--- src/rtl/tapc_regs.vh ---
// Constants of the thermal alarm and pin function configuration bank.
// Assumes inclusion by the bank module only; definitions, no logic.
`ifndef TAPC_REGS_VH
`define TAPC_REGS_VH

// ----------------------------------------------------------------------
// Register indices (byte address is four times the index)
// ----------------------------------------------------------------------
`define TAPC_IDX_RESP 8'h0d
`define TAPC_IDX_SRC_ONE 8'h0e
`define TAPC_IDX_SRC_TWO 8'h0f
`define TAPC_IDX_PIN_ONE 8'h10
`define TAPC_IDX_PIN_TWO 8'h11
`define TAPC_IDX_PIN_THREE 8'h12
`define TAPC_IDX_CTRL 8'h20
`define TAPC_IDX_STAT 8'h21

// ----------------------------------------------------------------------
// Reset values
// ----------------------------------------------------------------------
`define TAPC_RST_RESP 8'h00
`define TAPC_RST_SRC 5'h00
`define TAPC_RST_PIN_ONE 8'h7f
`define TAPC_RST_PIN_TWO 8'hce
`define TAPC_RST_PIN_THREE 7'h21

// ----------------------------------------------------------------------
// Field positions
// ----------------------------------------------------------------------
`define TAPC_BOOST_ONE 0
`define TAPC_BOOST_TWO 1
`define TAPC_WIN_ONE_LSB 2
`define TAPC_WIN_TWO_LSB 5
`define TAPC_TMR_EN 0
`define TAPC_LOCK_BIT 0
`define TAPC_SWRST_BIT 1
`define TAPC_VID_BIT 7

// ----------------------------------------------------------------------
// Timing
// ----------------------------------------------------------------------
`define TAPC_CLK_HZ 100000000
`define TAPC_WIN_BASE_MS 250
`define TAPC_TICKS_PER_BASE 32
`define TAPC_WIN_MAX_CODE 3'h5

`endif

--- src/rtl/tapc_bank.v ---
// Thermal alarm and pin function configuration bank with APB slave.
// Assumes over-limit inputs come from comparators on pclk; alarm pins
// are open drain, resolved outside from the output enables.
//
// Operation
// - Boost bit 0 clear forces fans to full drive while matching alarm pin asserts.
// - Boost bit 1 set leaves fans alone on alarm two; both boost bits reset to 0.
// - Bits [7:5] choose alarm-two window: 0.25,0.5,1,2,4 s, then 8 s.
// - Bits [4:2] choose alarm-one window; code 000 is 0.25 s.
// - Alarm-one source bit 0 enables its timer; resets to 0.
// - Alarm-two source bit 0 enables its timer; resets to 0.
// - Alarm-one bit 1 pulls alarm-one pin low on local over-limit.
// - Alarm-one bits 2..4 pull pin low on remote 1..3 over-limit.
// - Alarm-two bit 1 pulls alarm-two pin low on local over-limit.
// - Alarm-two bits 2..4 pull pin low on remote 1..3; all reset 0.
// - Bits [7:5] of both source registers are reserved, read only.
// - Pin config one bit 0: 12 V monitor or fan speed input five.
// - Pin config one bits 1..4: GPIO or fan speed inputs four..one.
// - Pin config one bits 6,5: diode pair or voltage and sense inputs.
// - Pin config one bit 7 gives seven pins to voltage ID inputs.
// - Pin config two [1:0] selects one input's monitored voltage.
// - Pin config two bits 2,3,7: voltage or fan speed inputs 8,7,6.
// - Pin config two bits 4,5 pick voltage scales; both reset 0.
// - Pin config two bit 6: 3.3 V monitor or fan drive output four.
// - Pin config three bit 1: full fan request or intrusion; bit 0 reserved.
// - Pin config three [3:2],[5:4]: supply, 1.2 V or overheat input.
// - Pin config three [7:6] selects core supply two voltage scale.
// - All registers return to defaults on power-on; software reset restores all but the lock.

`timescale 1ns/1ps
`default_nettype none
`include "tapc_regs.vh"

module tapc_bank #(
    parameter integer ADDR_W = 12,
    parameter integer TICK_CYC = (`TAPC_CLK_HZ / 1000) * `TAPC_WIN_BASE_MS / `TAPC_TICKS_PER_BASE
) (
    input wire pclk, // APB clock, 100 MHz
    input wire presetn, // Power-on reset, active low
    input wire psel, // APB select
    input wire penable, // APB access phase
    input wire pwrite, // APB write
    input wire [ADDR_W-1:0] paddr, // APB byte address
    input wire [31:0] pwdata, // APB write data
    input wire [3:0] pstrb, // APB byte strobes
    output reg [31:0] prdata, // APB read data
    output wire pready, // APB ready, always high
    output reg pslverr, // APB error on unmapped address
    input wire local_over_one, // Local above alarm-one limit
    input wire [2:0] remote_over_one, // Remotes 3..1 above alarm-one limit
    input wire local_over_two, // Local above alarm-two limit
    input wire [2:0] remote_over_two, // Remotes 3..1 above alarm-two limit
    output wire thermal_alarm_one_out, // Alarm-one pin drive value
    output wire thermal_alarm_one_oe, // Alarm-one pin driven low
    output wire thermal_alarm_two_out, // Alarm-two pin drive value
    output wire thermal_alarm_two_oe, // Alarm-two pin driven low
    output reg fan_full_drive, // Force all fans to maximum PWM
    output wire [7:0] pin_config_one, // Pin function register one
    output wire [7:0] pin_config_two, // Pin function register two
    output wire [7:0] pin_config_three, // Pin function register three
    output wire voltage_id_inputs_en, // Shared pins act as voltage ID
    output wire [7:0] fan_speed_input_en, // Fan speed inputs 8..1 enabled
    output wire fan_drive_output_four_en, // Fan drive output four enabled
    output wire full_fan_request_input_en, // Full fan request input enabled
    output wire regulator_overheat_input_one_en, // Overheat input one enabled
    output wire regulator_overheat_input_two_en, // Overheat input two enabled
    output wire config_locked // Register lock is set
);

    // ------------------------------------------------------------------
    // Register storage
    // ------------------------------------------------------------------
    // Configuration bytes, reserved bits not stored
    reg [7:0] resp_cfg;
    reg [4:0] src_one;
    reg [4:0] src_two;
    reg [7:0] pin_one;
    reg [7:0] pin_two;
    reg [7:1] pin_three;

    // Own control state
    reg lock;
    reg sw_rst;

    // Per-alarm pin state and timer results
    wire [1:0] alarm_vec;
    wire [5:0] stat_one;
    wire [5:0] stat_two;

    // ------------------------------------------------------------------
    // APB decode
    // ------------------------------------------------------------------
    // Word index and legal address check
    wire [7:0] idx = paddr[9:2];
    wire aligned = (paddr[1:0] == 2'h0) && (paddr[ADDR_W-1:10] == {(ADDR_W-10){1'b0}});

    // Completed access and write qualifiers
    wire access = psel && penable;
    wire wr_ok = access && pwrite && pstrb[0];
    wire cfg_wr = wr_ok && !lock;

    // Read mux outputs
    reg [31:0] rd_val;
    reg hit;

    // No wait states
    assign pready = 1'b1;

    // Read mux and address hit
    always @* begin
        rd_val = 32'h0000_0000;
        hit = aligned;
        if (idx == `TAPC_IDX_RESP) begin
            rd_val[7:0] = resp_cfg;
        end else if (idx == `TAPC_IDX_SRC_ONE) begin
            rd_val[7:0] = {3'h0, src_one};
        end else if (idx == `TAPC_IDX_SRC_TWO) begin
            rd_val[7:0] = {3'h0, src_two};
        end else if (idx == `TAPC_IDX_PIN_ONE) begin
            rd_val[7:0] = pin_one;
        end else if (idx == `TAPC_IDX_PIN_TWO) begin
            rd_val[7:0] = pin_two;
        end else if (idx == `TAPC_IDX_PIN_THREE) begin
            rd_val[7:0] = {pin_three, 1'b0};
        end else if (idx == `TAPC_IDX_CTRL) begin
            rd_val[7:0] = {7'h00, lock};
        end else if (idx == `TAPC_IDX_STAT) begin
            rd_val[15:0] = {2'h0, stat_two, 2'h0, stat_one};
        end else begin
            hit = 1'b0;
        end
    end

    // Read data and error captured in the setup phase
    always @(posedge pclk or negedge presetn) begin
        if (!presetn) begin
            prdata <= 32'h0000_0000;
            pslverr <= 1'b0;
        end else if (psel && !penable) begin
            // Latched once per transfer, held through access
            prdata <= (!pwrite && hit) ? rd_val : 32'h0000_0000;
            pslverr <= !hit;
        end
    end

    // ------------------------------------------------------------------
    // Lock and software reset
    // ------------------------------------------------------------------
    always @(posedge pclk or negedge presetn) begin
        if (!presetn) begin
            lock <= 1'b0;
            sw_rst <= 1'b0;
        end else begin
            // Soft reset pulse, one cycle
            sw_rst <= wr_ok && aligned && (idx == `TAPC_IDX_CTRL) && pwdata[`TAPC_SWRST_BIT];

            // Lock is sticky until power-on reset
            if (wr_ok && aligned && (idx == `TAPC_IDX_CTRL) && pwdata[`TAPC_LOCK_BIT]) begin
                lock <= 1'b1;
            end
        end
    end

    // ------------------------------------------------------------------
    // Configuration registers
    // ------------------------------------------------------------------
    always @(posedge pclk or negedge presetn) begin
        if (!presetn) begin
            resp_cfg <= `TAPC_RST_RESP;
            src_one <= `TAPC_RST_SRC;
            src_two <= `TAPC_RST_SRC;
            pin_one <= `TAPC_RST_PIN_ONE;
            pin_two <= `TAPC_RST_PIN_TWO;
            pin_three <= `TAPC_RST_PIN_THREE;
        end else if (sw_rst) begin
            // Soft reset reloads defaults
            resp_cfg <= `TAPC_RST_RESP;
            src_one <= `TAPC_RST_SRC;
            src_two <= `TAPC_RST_SRC;
            pin_one <= `TAPC_RST_PIN_ONE;
            pin_two <= `TAPC_RST_PIN_TWO;
            pin_three <= `TAPC_RST_PIN_THREE;
        end else if (cfg_wr && aligned) begin
            // Byte 0 of the addressed word
            if (idx == `TAPC_IDX_RESP) begin
                resp_cfg <= pwdata[7:0];
            end else if (idx == `TAPC_IDX_SRC_ONE) begin
                src_one <= pwdata[4:0];
            end else if (idx == `TAPC_IDX_SRC_TWO) begin
                src_two <= pwdata[4:0];
            end else if (idx == `TAPC_IDX_PIN_ONE) begin
                pin_one <= pwdata[7:0];
            end else if (idx == `TAPC_IDX_PIN_TWO) begin
                pin_two <= pwdata[7:0];
            end else if (idx == `TAPC_IDX_PIN_THREE) begin
                pin_three <= pwdata[7:1];
            end
        end
    end

    // ------------------------------------------------------------------
    // Shared tick for window timers
    // ------------------------------------------------------------------
    // Free-running divider and its strobe
    reg [31:0] tick_cnt;
    wire tick = (tick_cnt == TICK_CYC - 1);

    always @(posedge pclk or negedge presetn) begin
        if (!presetn) begin
            tick_cnt <= 32'h0000_0000;
        end else if (tick || sw_rst) begin
            // Wrap, or restart on soft reset
            tick_cnt <= 32'h0000_0000;
        end else begin
            tick_cnt <= tick_cnt + 32'h0000_0001;
        end
    end

    // ------------------------------------------------------------------
    // Alarm pins and assertion timers, one per alarm
    // ------------------------------------------------------------------
    genvar g;

    generate
        for (g = 0; g < 2; g = g + 1) begin : alarm
            // Per-alarm source, limit and window selection
            wire [4:0] src = (g == 0) ? src_one : src_two;
            wire [3:0] over = (g == 0) ? {remote_over_one, local_over_one} : {remote_over_two, local_over_two};
            wire [2:0] code = (g == 0) ? resp_cfg[`TAPC_WIN_ONE_LSB+:3] : resp_cfg[`TAPC_WIN_TWO_LSB+:3];
            wire [2:0] k = (code > `TAPC_WIN_MAX_CODE) ? `TAPC_WIN_MAX_CODE : code;
            wire [10:0] win_last = (11'h020 << k) - 11'h001;

            // Pin state and timer counters
            reg a_q;
            reg [10:0] ticks;
            reg [10:0] hits;
            reg [5:0] stat;

            // Count including the final tick, scaled to 32nds
            wire [10:0] hits_sum = hits + {10'h000, a_q};
            wire [10:0] hits_avg = hits_sum >> k;

            // Pin pulled low while any enabled source is over limit
            always @(posedge pclk or negedge presetn) begin
                if (!presetn) begin
                    a_q <= 1'b0;
                end else begin
                    a_q <= |(src[4:1] & over);
                end
            end

            // Fraction of window asserted, in 1/32 steps
            always @(posedge pclk or negedge presetn) begin
                if (!presetn) begin
                    ticks <= 11'h000;
                    hits <= 11'h000;
                    stat <= 6'h00;
                end else if (sw_rst || !src[`TAPC_TMR_EN]) begin
                    // Disabled timer forgets its window
                    ticks <= 11'h000;
                    hits <= 11'h000;
                    stat <= 6'h00;
                end else if (tick) begin
                    // Window end latches the scaled count
                    if (ticks >= win_last) begin
                        ticks <= 11'h000;
                        hits <= 11'h000;
                        stat <= hits_avg[5:0];
                    end else begin
                        ticks <= ticks + 11'h001;
                        hits <= hits + {10'h000, a_q};
                    end
                end
            end

            // Route pin state and status outward
            assign alarm_vec[g] = a_q;

            if (g == 0) begin : s1
                assign stat_one = stat;
            end else begin : s2
                assign stat_two = stat;
            end
        end
    endgenerate

    // ------------------------------------------------------------------
    // Fan boost on asserted alarms
    // ------------------------------------------------------------------
    always @(posedge pclk or negedge presetn) begin
        if (!presetn) begin
            fan_full_drive <= 1'b0;
        end else begin
            // Each alarm boosts unless its bit is set
            fan_full_drive <= (alarm_vec[0] && !resp_cfg[`TAPC_BOOST_ONE]) ||
                              (alarm_vec[1] && !resp_cfg[`TAPC_BOOST_TWO]);
        end
    end

    // ------------------------------------------------------------------
    // Pin drive and pin function decode
    // ------------------------------------------------------------------
    // Open-drain alarm pins, only ever pulled low
    assign thermal_alarm_one_out = 1'b0;
    assign thermal_alarm_one_oe = alarm_vec[0];
    assign thermal_alarm_two_out = 1'b0;
    assign thermal_alarm_two_oe = alarm_vec[1];

    // Raw register views
    assign pin_config_one = pin_one;
    assign pin_config_two = pin_two;
    assign pin_config_three = {pin_three, 1'b0};

    // Voltage ID takes priority on shared pins
    assign voltage_id_inputs_en = pin_one[`TAPC_VID_BIT];

    // Fan speed inputs one to five; one to four lost to voltage ID
    assign fan_speed_input_en[0] = pin_one[4] && !pin_one[`TAPC_VID_BIT];
    assign fan_speed_input_en[1] = pin_one[3] && !pin_one[`TAPC_VID_BIT];
    assign fan_speed_input_en[2] = pin_one[2] && !pin_one[`TAPC_VID_BIT];
    assign fan_speed_input_en[3] = pin_one[1] && !pin_one[`TAPC_VID_BIT];
    assign fan_speed_input_en[4] = pin_one[0];

    // Fan speed inputs six to eight
    assign fan_speed_input_en[5] = pin_two[7];
    assign fan_speed_input_en[6] = pin_two[3];
    assign fan_speed_input_en[7] = pin_two[2];

    // Remaining shared pin roles
    assign fan_drive_output_four_en = pin_two[6] && !pin_one[`TAPC_VID_BIT];
    assign full_fan_request_input_en = !pin_three[1];
    assign regulator_overheat_input_one_en = pin_three[5];
    assign regulator_overheat_input_two_en = pin_three[3];

    // Lock state for the outside
    assign config_locked = lock;

endmodule
`default_nettype wire

--- config.mk ---
export PLATFORM = sky130hd
export DESIGN_NAME = tapc_bank
export DESIGN_NICKNAME = d
export VERILOG_FILES = /design/src/rtl/tapc_bank.v
export VERILOG_INCLUDE_DIRS = /design/src /design/src/rtl
export SDC_FILE = /design/constraint.sdc
export NUM_CORES = 1
export LEC_CHECK = 0
export BUFFER_PORTS_ARGS = -buffer_cell sky130_fd_sc_hd__buf_2
export CAP_MARGIN = 20
export CELL_PAD_IN_SITES_DETAIL_PLACEMENT = 0
export CELL_PAD_IN_SITES_GLOBAL_PLACEMENT = 1
export CORE_AREA = 2 2 163 165
export CTS_CLUSTER_SIZE = 40
export DETAILED_ROUTE_END_ITERATION = 16
export DIE_AREA = 0 0 165 167
export PLACE_DENSITY = 0.79
export SYNTH_ARGS = -nofsm -noshare
export SYNTH_HDL_FRONTEND = slang
export SYNTH_SLANG_ARGS = --single-unit
export TNS_END_PERCENT = 5
--- constraint.sdc ---
create_clock -name pclk -period 3.93 [get_ports pclk]
set_input_delay 0 -clock pclk [delete_from_list [all_inputs] [get_ports pclk]]
set_output_delay 0 -clock pclk [all_outputs]
set_load 0.005 [all_outputs]
==> metrics.txt, run 1 <==
R2R Path Start=resp_cfg[3]; H-tree levels=4; first-pass GRT wire length=39200 um; cells after synthesis=1024; Cell Area, Synth=8920 um2; setup TNS=0 ps; first drt pass iteration count=5; Reg area=3750 um2; global placement routability congestion=0.816; Final Max Tran Viols=0; clk slew on worst S/H paths=60 ps; CTS tree=built; Die ar.=27600 um2; clock root cell=clkbuf_16; fmax=288 MHz; CP top delay family=compound AO/OA/AOI/OAI gates; ANT cells=0; CTS Sinks=149; via count=about 7.8k; Final ANT Viol Nets=0; critical path's largest stage delay=690 ps; WL final=between 20000 and 25000 um; largest area contributor in the netlist=dfrtp_1; Placeable Area=25800 um2; synth unique cells=70; Die W=165 um; Startpoint Class=flop; postcts setup bufs=0; clk_skew=between 10 and 15 ps; initial antenna violation count=0; CP Depth=10; Port Buffers=88; Rel. slew slack=0.418; CP cell instances=or3_1 -> ha_1 -> xnor2_1 -> ha_1 -> o21a_1 -> o2111ai_1 -> o21ai_1 -> nand3_1 -> a2111oi_0 -> a211o_1; top cell type's share of synthesized area=0.379; EDFF count, synth=0; vias in the first global route=7363; DR WL/cell=16.1 um; CP arrival=3830 ps; syn avg cell area=between 8 and 9 um2; CP Capture Type=flop; Setup violations, final=0; fraction of layout cells with a size suffix above 1=0.147; Syn. warnings=0; gr usage total=0.174; crit path to=alarm[0].stat[2]; crit-path max FO=11; DP HPWL=16300 um; Nets=around 1.2k; area of the multi-input gates=between 4000 and 5000 um2; crit path launch=resp_cfg[3]; critical path buffer and inverter count=0; Initial Util=0.346; PwrDens=~320 nW/um2; Post-route DRC=0; maximum vdd drop=0.278 mV; CP dominant cell by count=ha_1; Via density=5.40; height of the die=167 um; drt initial violations=707; Top FF cell, synth=dfrtp_1; Fill cells=between 2k and 3k; Final Hold Viols=0; Synth top cells by count=nor2_1, dfrtp_1, o21ai_0, nand2_1, a21oi_1; RSZ-0062 raised after global routing=false; largest net degree at the start of global routing=88; gr ovfl total=0; CP Class=reg2reg; required time of the critical path=4290 ps; Tcrit/Tclk final=0.882; slowest CP cell=o21ai_1; Finished Core Util=0.398; Async SR Flop Fraction=1.00; R2R setup slack=460 ps; Worst Max-Slew Pin Slew=873 ps; post-synthesis sequential area ratio=0.420; outcome=completed; clock buffer depth=2; synth top area cells=dfrtp_1, nor2_1, o21ai_0, dfstp_2, nand2_1; count leader, synth=nor2_1; Worst-Skew Late Latency=between 400 and 500 ps; Max-Cap Viols=0; cell row count=59; io pins=138; worst r2r path cells=10; Worst Hold Class=in2reg; CTS Buf Count=17; post-layout minimum cycle time=3470 ps; area delta synth->final=14.9%; LEAKAGE=4.79 nW; flops & latches, synth=149; worst r2r dst=alarm[0].stat[2]
==> area by class of cell <==
type | instances | share of cell area
Multi-Input combinational cell | 786 | 0.460
Sequential cell | 149 | 0.366
Timing Repair Buffer | 119 | 0.0702
Clock buffer | 22 | 0.0463
Tap cell | 335 | 0.0409
Clock inverter | 10 | 0.00953
Inverter | 21 | 0.00770
==> what timing repair did <==
item | in CTS | in global routing
resized for setup | 0 | 0
hold buffers | 16 | 0
hold endpoints to repair | 116 | 0
==> worst reg2reg max path: stages (launching register included) <==
cell       delay [ps]
dfrtp_1           420
or3_1             420
ha_1              210
xnor2_1           170
ha_1              220
o21a_1            140
o2111ai_1         100
o21ai_1           690
nand3_1           390
a2111oi_0         490
a211o_1           160
==> per-layer routing <==
| layer | vias to the layer above | global-route usage | part of all wire |
|---|---|---|---|
| met5 | - | 0 | 0 |
| met4 | 0 | 0.0389 | 0.0091 |
| met3 | 17 | 0.0319 | 0.046 |
| met2 | 192 | 0.269 | 0.46 |
| met1 | 3803 | 0.253 | 0.48 |
| li1 | 3779 | - | - |
==> layout by cell type, fill, tap and decap left out, drive strengths merged, types with 20 or more instances in the layout <==
| cell | instances |
|---|---|
| ha | 22 |
| dfrtp | 135 |
| xor2 | 26 |
| nor2 | 136 |
| buf | 103 |
| o21ai | 93 |
| nand3 | 51 |
| a21oi | 56 |
| conb | 24 |
| nand2 | 86 |
| o31ai | 20 |
| mux2i | 27 |
| inv | 23 |
| clkbuf | 22 |
==> sequential cells by signal, indices dropped and copies added (netlist names) <==
name	cells
thermal_alarm_two_oe	1
pin_three	7
resp_cfg	8
pin_config_one	8
config_locked	1
alarm.src	10
alarm.ticks	22
tick_cnt	32
prdata	14
pslverr	1
fan_full_drive	1
thermal_alarm_one_oe	1
alarm.stat	12
sw_rst	1
pin_config_two	8
alarm.hits	22
==> worst min path at each step <==
stage | from | to | slack, ps | cells past startpoint
final | pstrb[0] | sw_rst | 110 | 4
after global routing | pstrb[0] | sw_rst | 110 | 4
after CTS | pstrb[0] | sw_rst | 80 | 4
after detailed placement | presetn | alarm[1].hits[7] | 130 | 1
after global placement | presetn | alarm[1].hits[9] | 130 | 1
after floorplan | presetn | alarm[0].hits[0] | -300 | 0
==> cells by family (layout without fill, tap and decap cells) <==
family                     Yosys count  in the layout  synth area share
AOI/OAI and AO/OA                  273            273             0.196
xor gates and xnor gates            42             42            0.0413
adders and majority gates           22             22            0.0309
buffers and inverters              111            172            0.0612
DFF                                149            149             0.420
muxes                               29             29            0.0328
other                                2             24          0.000842
and+or+nand+nor                    396            396             0.217
==> where the power goes <==
| part | internal [mW] | total (mW) | switching [mW] | leakage [nW] |
|---|---|---|---|---|
| Sequential | 1.55 | 1.57 | 0.0216 | 2.02 |
| Clock | 0.926 | 1.59 | 0.665 | 0.273 |
| Combinational | 0.0462 | 0.139 | 0.0928 | 2.50 |
==> metrics by stage <==
step	hold WS, ps	instance area [um2]	worst slack, ps	cells	total power [mW]
2_1_floorplan	-296	9000	825	1046	1.67
3_3_place_gp	128	9510	612	1394	1.73
3_5_place_dp	133	9510	552	1394	1.73
4_1_cts	84.0	10200	504	1442	3.34
5_1_grt	115	10200	132	1442	3.43
6_report	106	10200	462	1442	3.30
Power figures use the tool's default switching activity.
==> run 2, diff against run 1 <==
- ABC_AREA: default -> 1
- CORE_AREA: 2 2 163 165 -> 2 2 167 169
- DIE_AREA: 0 0 165 167 -> 0 0 169 171
- PLACE_DENSITY: 0.79 -> 0.74
==> metrics.txt, run 2 <==
Switching Fraction=0.255; Fill cells=2868; Initial Util=0.344; clock buffer depth=2; post-synthesis sequential area ratio=0.398; clk_skew=13.4 ps; first-pass GRT wire length=41900 um; cell row count=a little over 60; count leader, synth=nand2_1; synth top area cells=dfrtp_1, nand2_1, nand3_1, nor2_1, inv_1; most common cell after layout, fill and taps aside=nand2_1; Die W=169 um; fmax=328 MHz; Worst Hold Class=in2reg; grt met3 use=0.0273; Worst-Skew Late Latency=430 ps; Cell Area, Synth=9410 um2; Internal=2.57 mW; first drt pass iteration count=5; clk slew on worst S/H paths=70 ps; Syn. warnings=0; CP top delay family=simple AND/OR/NAND/NOR gates; PwrDens=320 nW/um2; top cell type's share of synthesized area=0.359; required time of the critical path=4260 ps; fraction of layout cells with a size suffix above 1=0.148; Async SR Flop Fraction=1.00; Flop pwr share=0.458; outcome=completed; Setup violations, final=0; EDFF count, synth=0; max reg flops=32; Die ar.=28900 um2; Final ANT Viol Nets=0; LEAKAGE=5.10 nW; Top FF cell, synth=dfrtp_1; Reg with most FFs=tick_cnt; Final Max Tran Viols=0; DP HPWL=19100 um; gr ovfl total=0; cells after synthesis=1259; net switching power=0.883 mW; CTS Sinks=149; combinational share of power=0.050; crit-path max FO=13; vias in the first global route=8030; worst hold slack=6.97 ps; initial antenna violation count=0; setup TNS=0 ps; synth unique cells=52; Nets=approximately 1.4k; CP Class=reg2reg; global placement routability congestion=0.835; Regs by FF count=tick_cnt (32), alarm.hits (22), alarm.ticks (22); Post-route DRC=0; Rel. slew slack=0.399; DR WL/cell=approximately 15 um; Placeable Area=27300 um2; drt initial violations=534; clock root cell=clkbuf_16; gr usage total=0.182; critical path's largest stage delay=610 ps; maximum vdd drop=between 0.2 and 0.25 mV; busiest layer in global routing=met2; Final Hold Viols=0; Synth top cells by count=nand2_1, dfrtp_1, nor2_1, inv_1, nand3_1; slowest CP cell=dfrtp_1; height of the die=171 um; post-layout minimum cycle time=3050 ps; io pins=about 140; area delta synth->final=14.6%; critical path buffer and inverter count=1; Startpoint Class=flop; Max-Cap Viols=0; Tcrit/Tclk final=0.776; Resized cells post-CTS=0; WL final=25700 um; largest net degree at the start of global routing=94; RSZ-0062 raised after global routing=false; ANT cells=0; syn avg cell area=7.48 um2; postcts setup bufs=0; H-tree levels=4; CTS Buf Count=17; GR Util met1=0.260; flops & latches, synth=149; setup ws final=882 ps; CTS tree=built; met2 GRT Util=0.288; CP Capture Type=flop; CP arrival=3380 ps; Via density=4.95; Post-Place Worst Slack=960 ps; largest area contributor in the netlist=dfrtp_1; clock power share=0.492; via count=between 8k and 9k; Worst Max-Slew Pin Slew=901 ps; CP cell instances=clkinv_1 -> nand3_1 -> ha_1 -> ha_1 -> a21oi_1 -> nor2_1 -> nor2_1 -> nand3_2 -> nor2_4 -> nand2_2 -> o21ai_0; most frequent cells in the layout=nand2_1, dfrtp_1, nor2_1; Port Buffers=88
==> run 2: changes by cell type in the layout (fill, tap and decap cells not counted), sizes merged, moves of 16 or more <==
cell	change
nand2	+254
inv	+116
nand3	+67
mux2i	-25
a21oi	-24
a211o	-18
nor3	+18
nor2b	-16
==> run 2: final timing paths <==
path / startpoint / endpoint / cells after the start / slack, ps
max: resp_cfg[4] / alarm[0].hits[1] / 11 / 880
min: paddr[5] / prdata[13] / 6 / 7
max reg2reg: resp_cfg[4] / alarm[0].hits[1] / 11 / 880
min reg2reg: prdata[13] / prdata[13] / 2 / 480
max in group asynchronous: presetn / alarm[0].ticks[6] / 3 / 2820
min in group asynchronous: presetn / tick_cnt[12] / 2 / 200
==> run 2: metrics by stage <==
step	total power, mW	util	instances	instance area, um2
after detailed placement	1.77	0.366	1663	9990
after CTS	3.49	0.395	1715	10800
final	3.46	0.395	1715	10800
after floorplan	1.70	-	1281	9500
after global routing	3.59	0.395	1715	10800
after global placement	1.77	0.366	1663	9990
==> run 2: timing repair <==
action | 4_1_cts | 5_1_grt
setup endpoints to repair | 0 | 0
hold endpoints to repair | 116 | 0
hold buffers | 20 | 0
==> run 2: power by group through the flow <==
stage / sequential [mW] / combinational (mW) / clock, mW
global route: 1.59 / 0.199 / 1.80
finish: 1.58 / 0.171 / 1.70
CTS: 1.58 / 0.175 / 1.73
detailed placement: 1.61 / 0.161 / 0
global placement: 1.61 / 0.160 / 0
floorplan: 1.61 / 0.0943 / 0
==> run 2: cells by family after synthesis <==
group,after synthesis,share of synthesized area
simple gates,691,0.334
flops,149,0.398
xor+xnor,36,0.0335
mux,2,0.00346
fa+ha+maj,22,0.0292
other cells,2,0.000798
compound gates,162,0.100
buf+inv,195,0.100
==> run 2: worst reg2reg max path: stages, from the launching register on <==
cell and delay [ps]:
dfrtp_1 610, clkinv_1 340, nand3_1 150, ha_1 240
ha_1 310, a21oi_1 160, nor2_1 60, nor2_1 120
nand3_2 250, nor2_4 210, nand2_2 240, o21ai_0 270
==> run 2: cell type report <==
cell class / instances / area (um2) / share of cell area
clock inverter: 14 / 168 / 0.0155
tap: 346 / 433 / 0.0401
multi-input combinational: 937 / 4810 / 0.445
inverter: 138 / 526 / 0.0487
sequential: 149 / 3750 / 0.347
clock buffer: 18 / 429 / 0.0398
timing repair buffer: 113 / 684 / 0.0634
==> run 2: layer usage <==
| layer | part of all wire | up-vias |
|---|---|---|
| met5 | 0 | - |
| met4 | 0.013 | 0 |
| met3 | 0.039 | 26 |
| met2 | 0.45 | 190 |
| met1 | 0.50 | 3999 |
| li1 | - | 4272 |
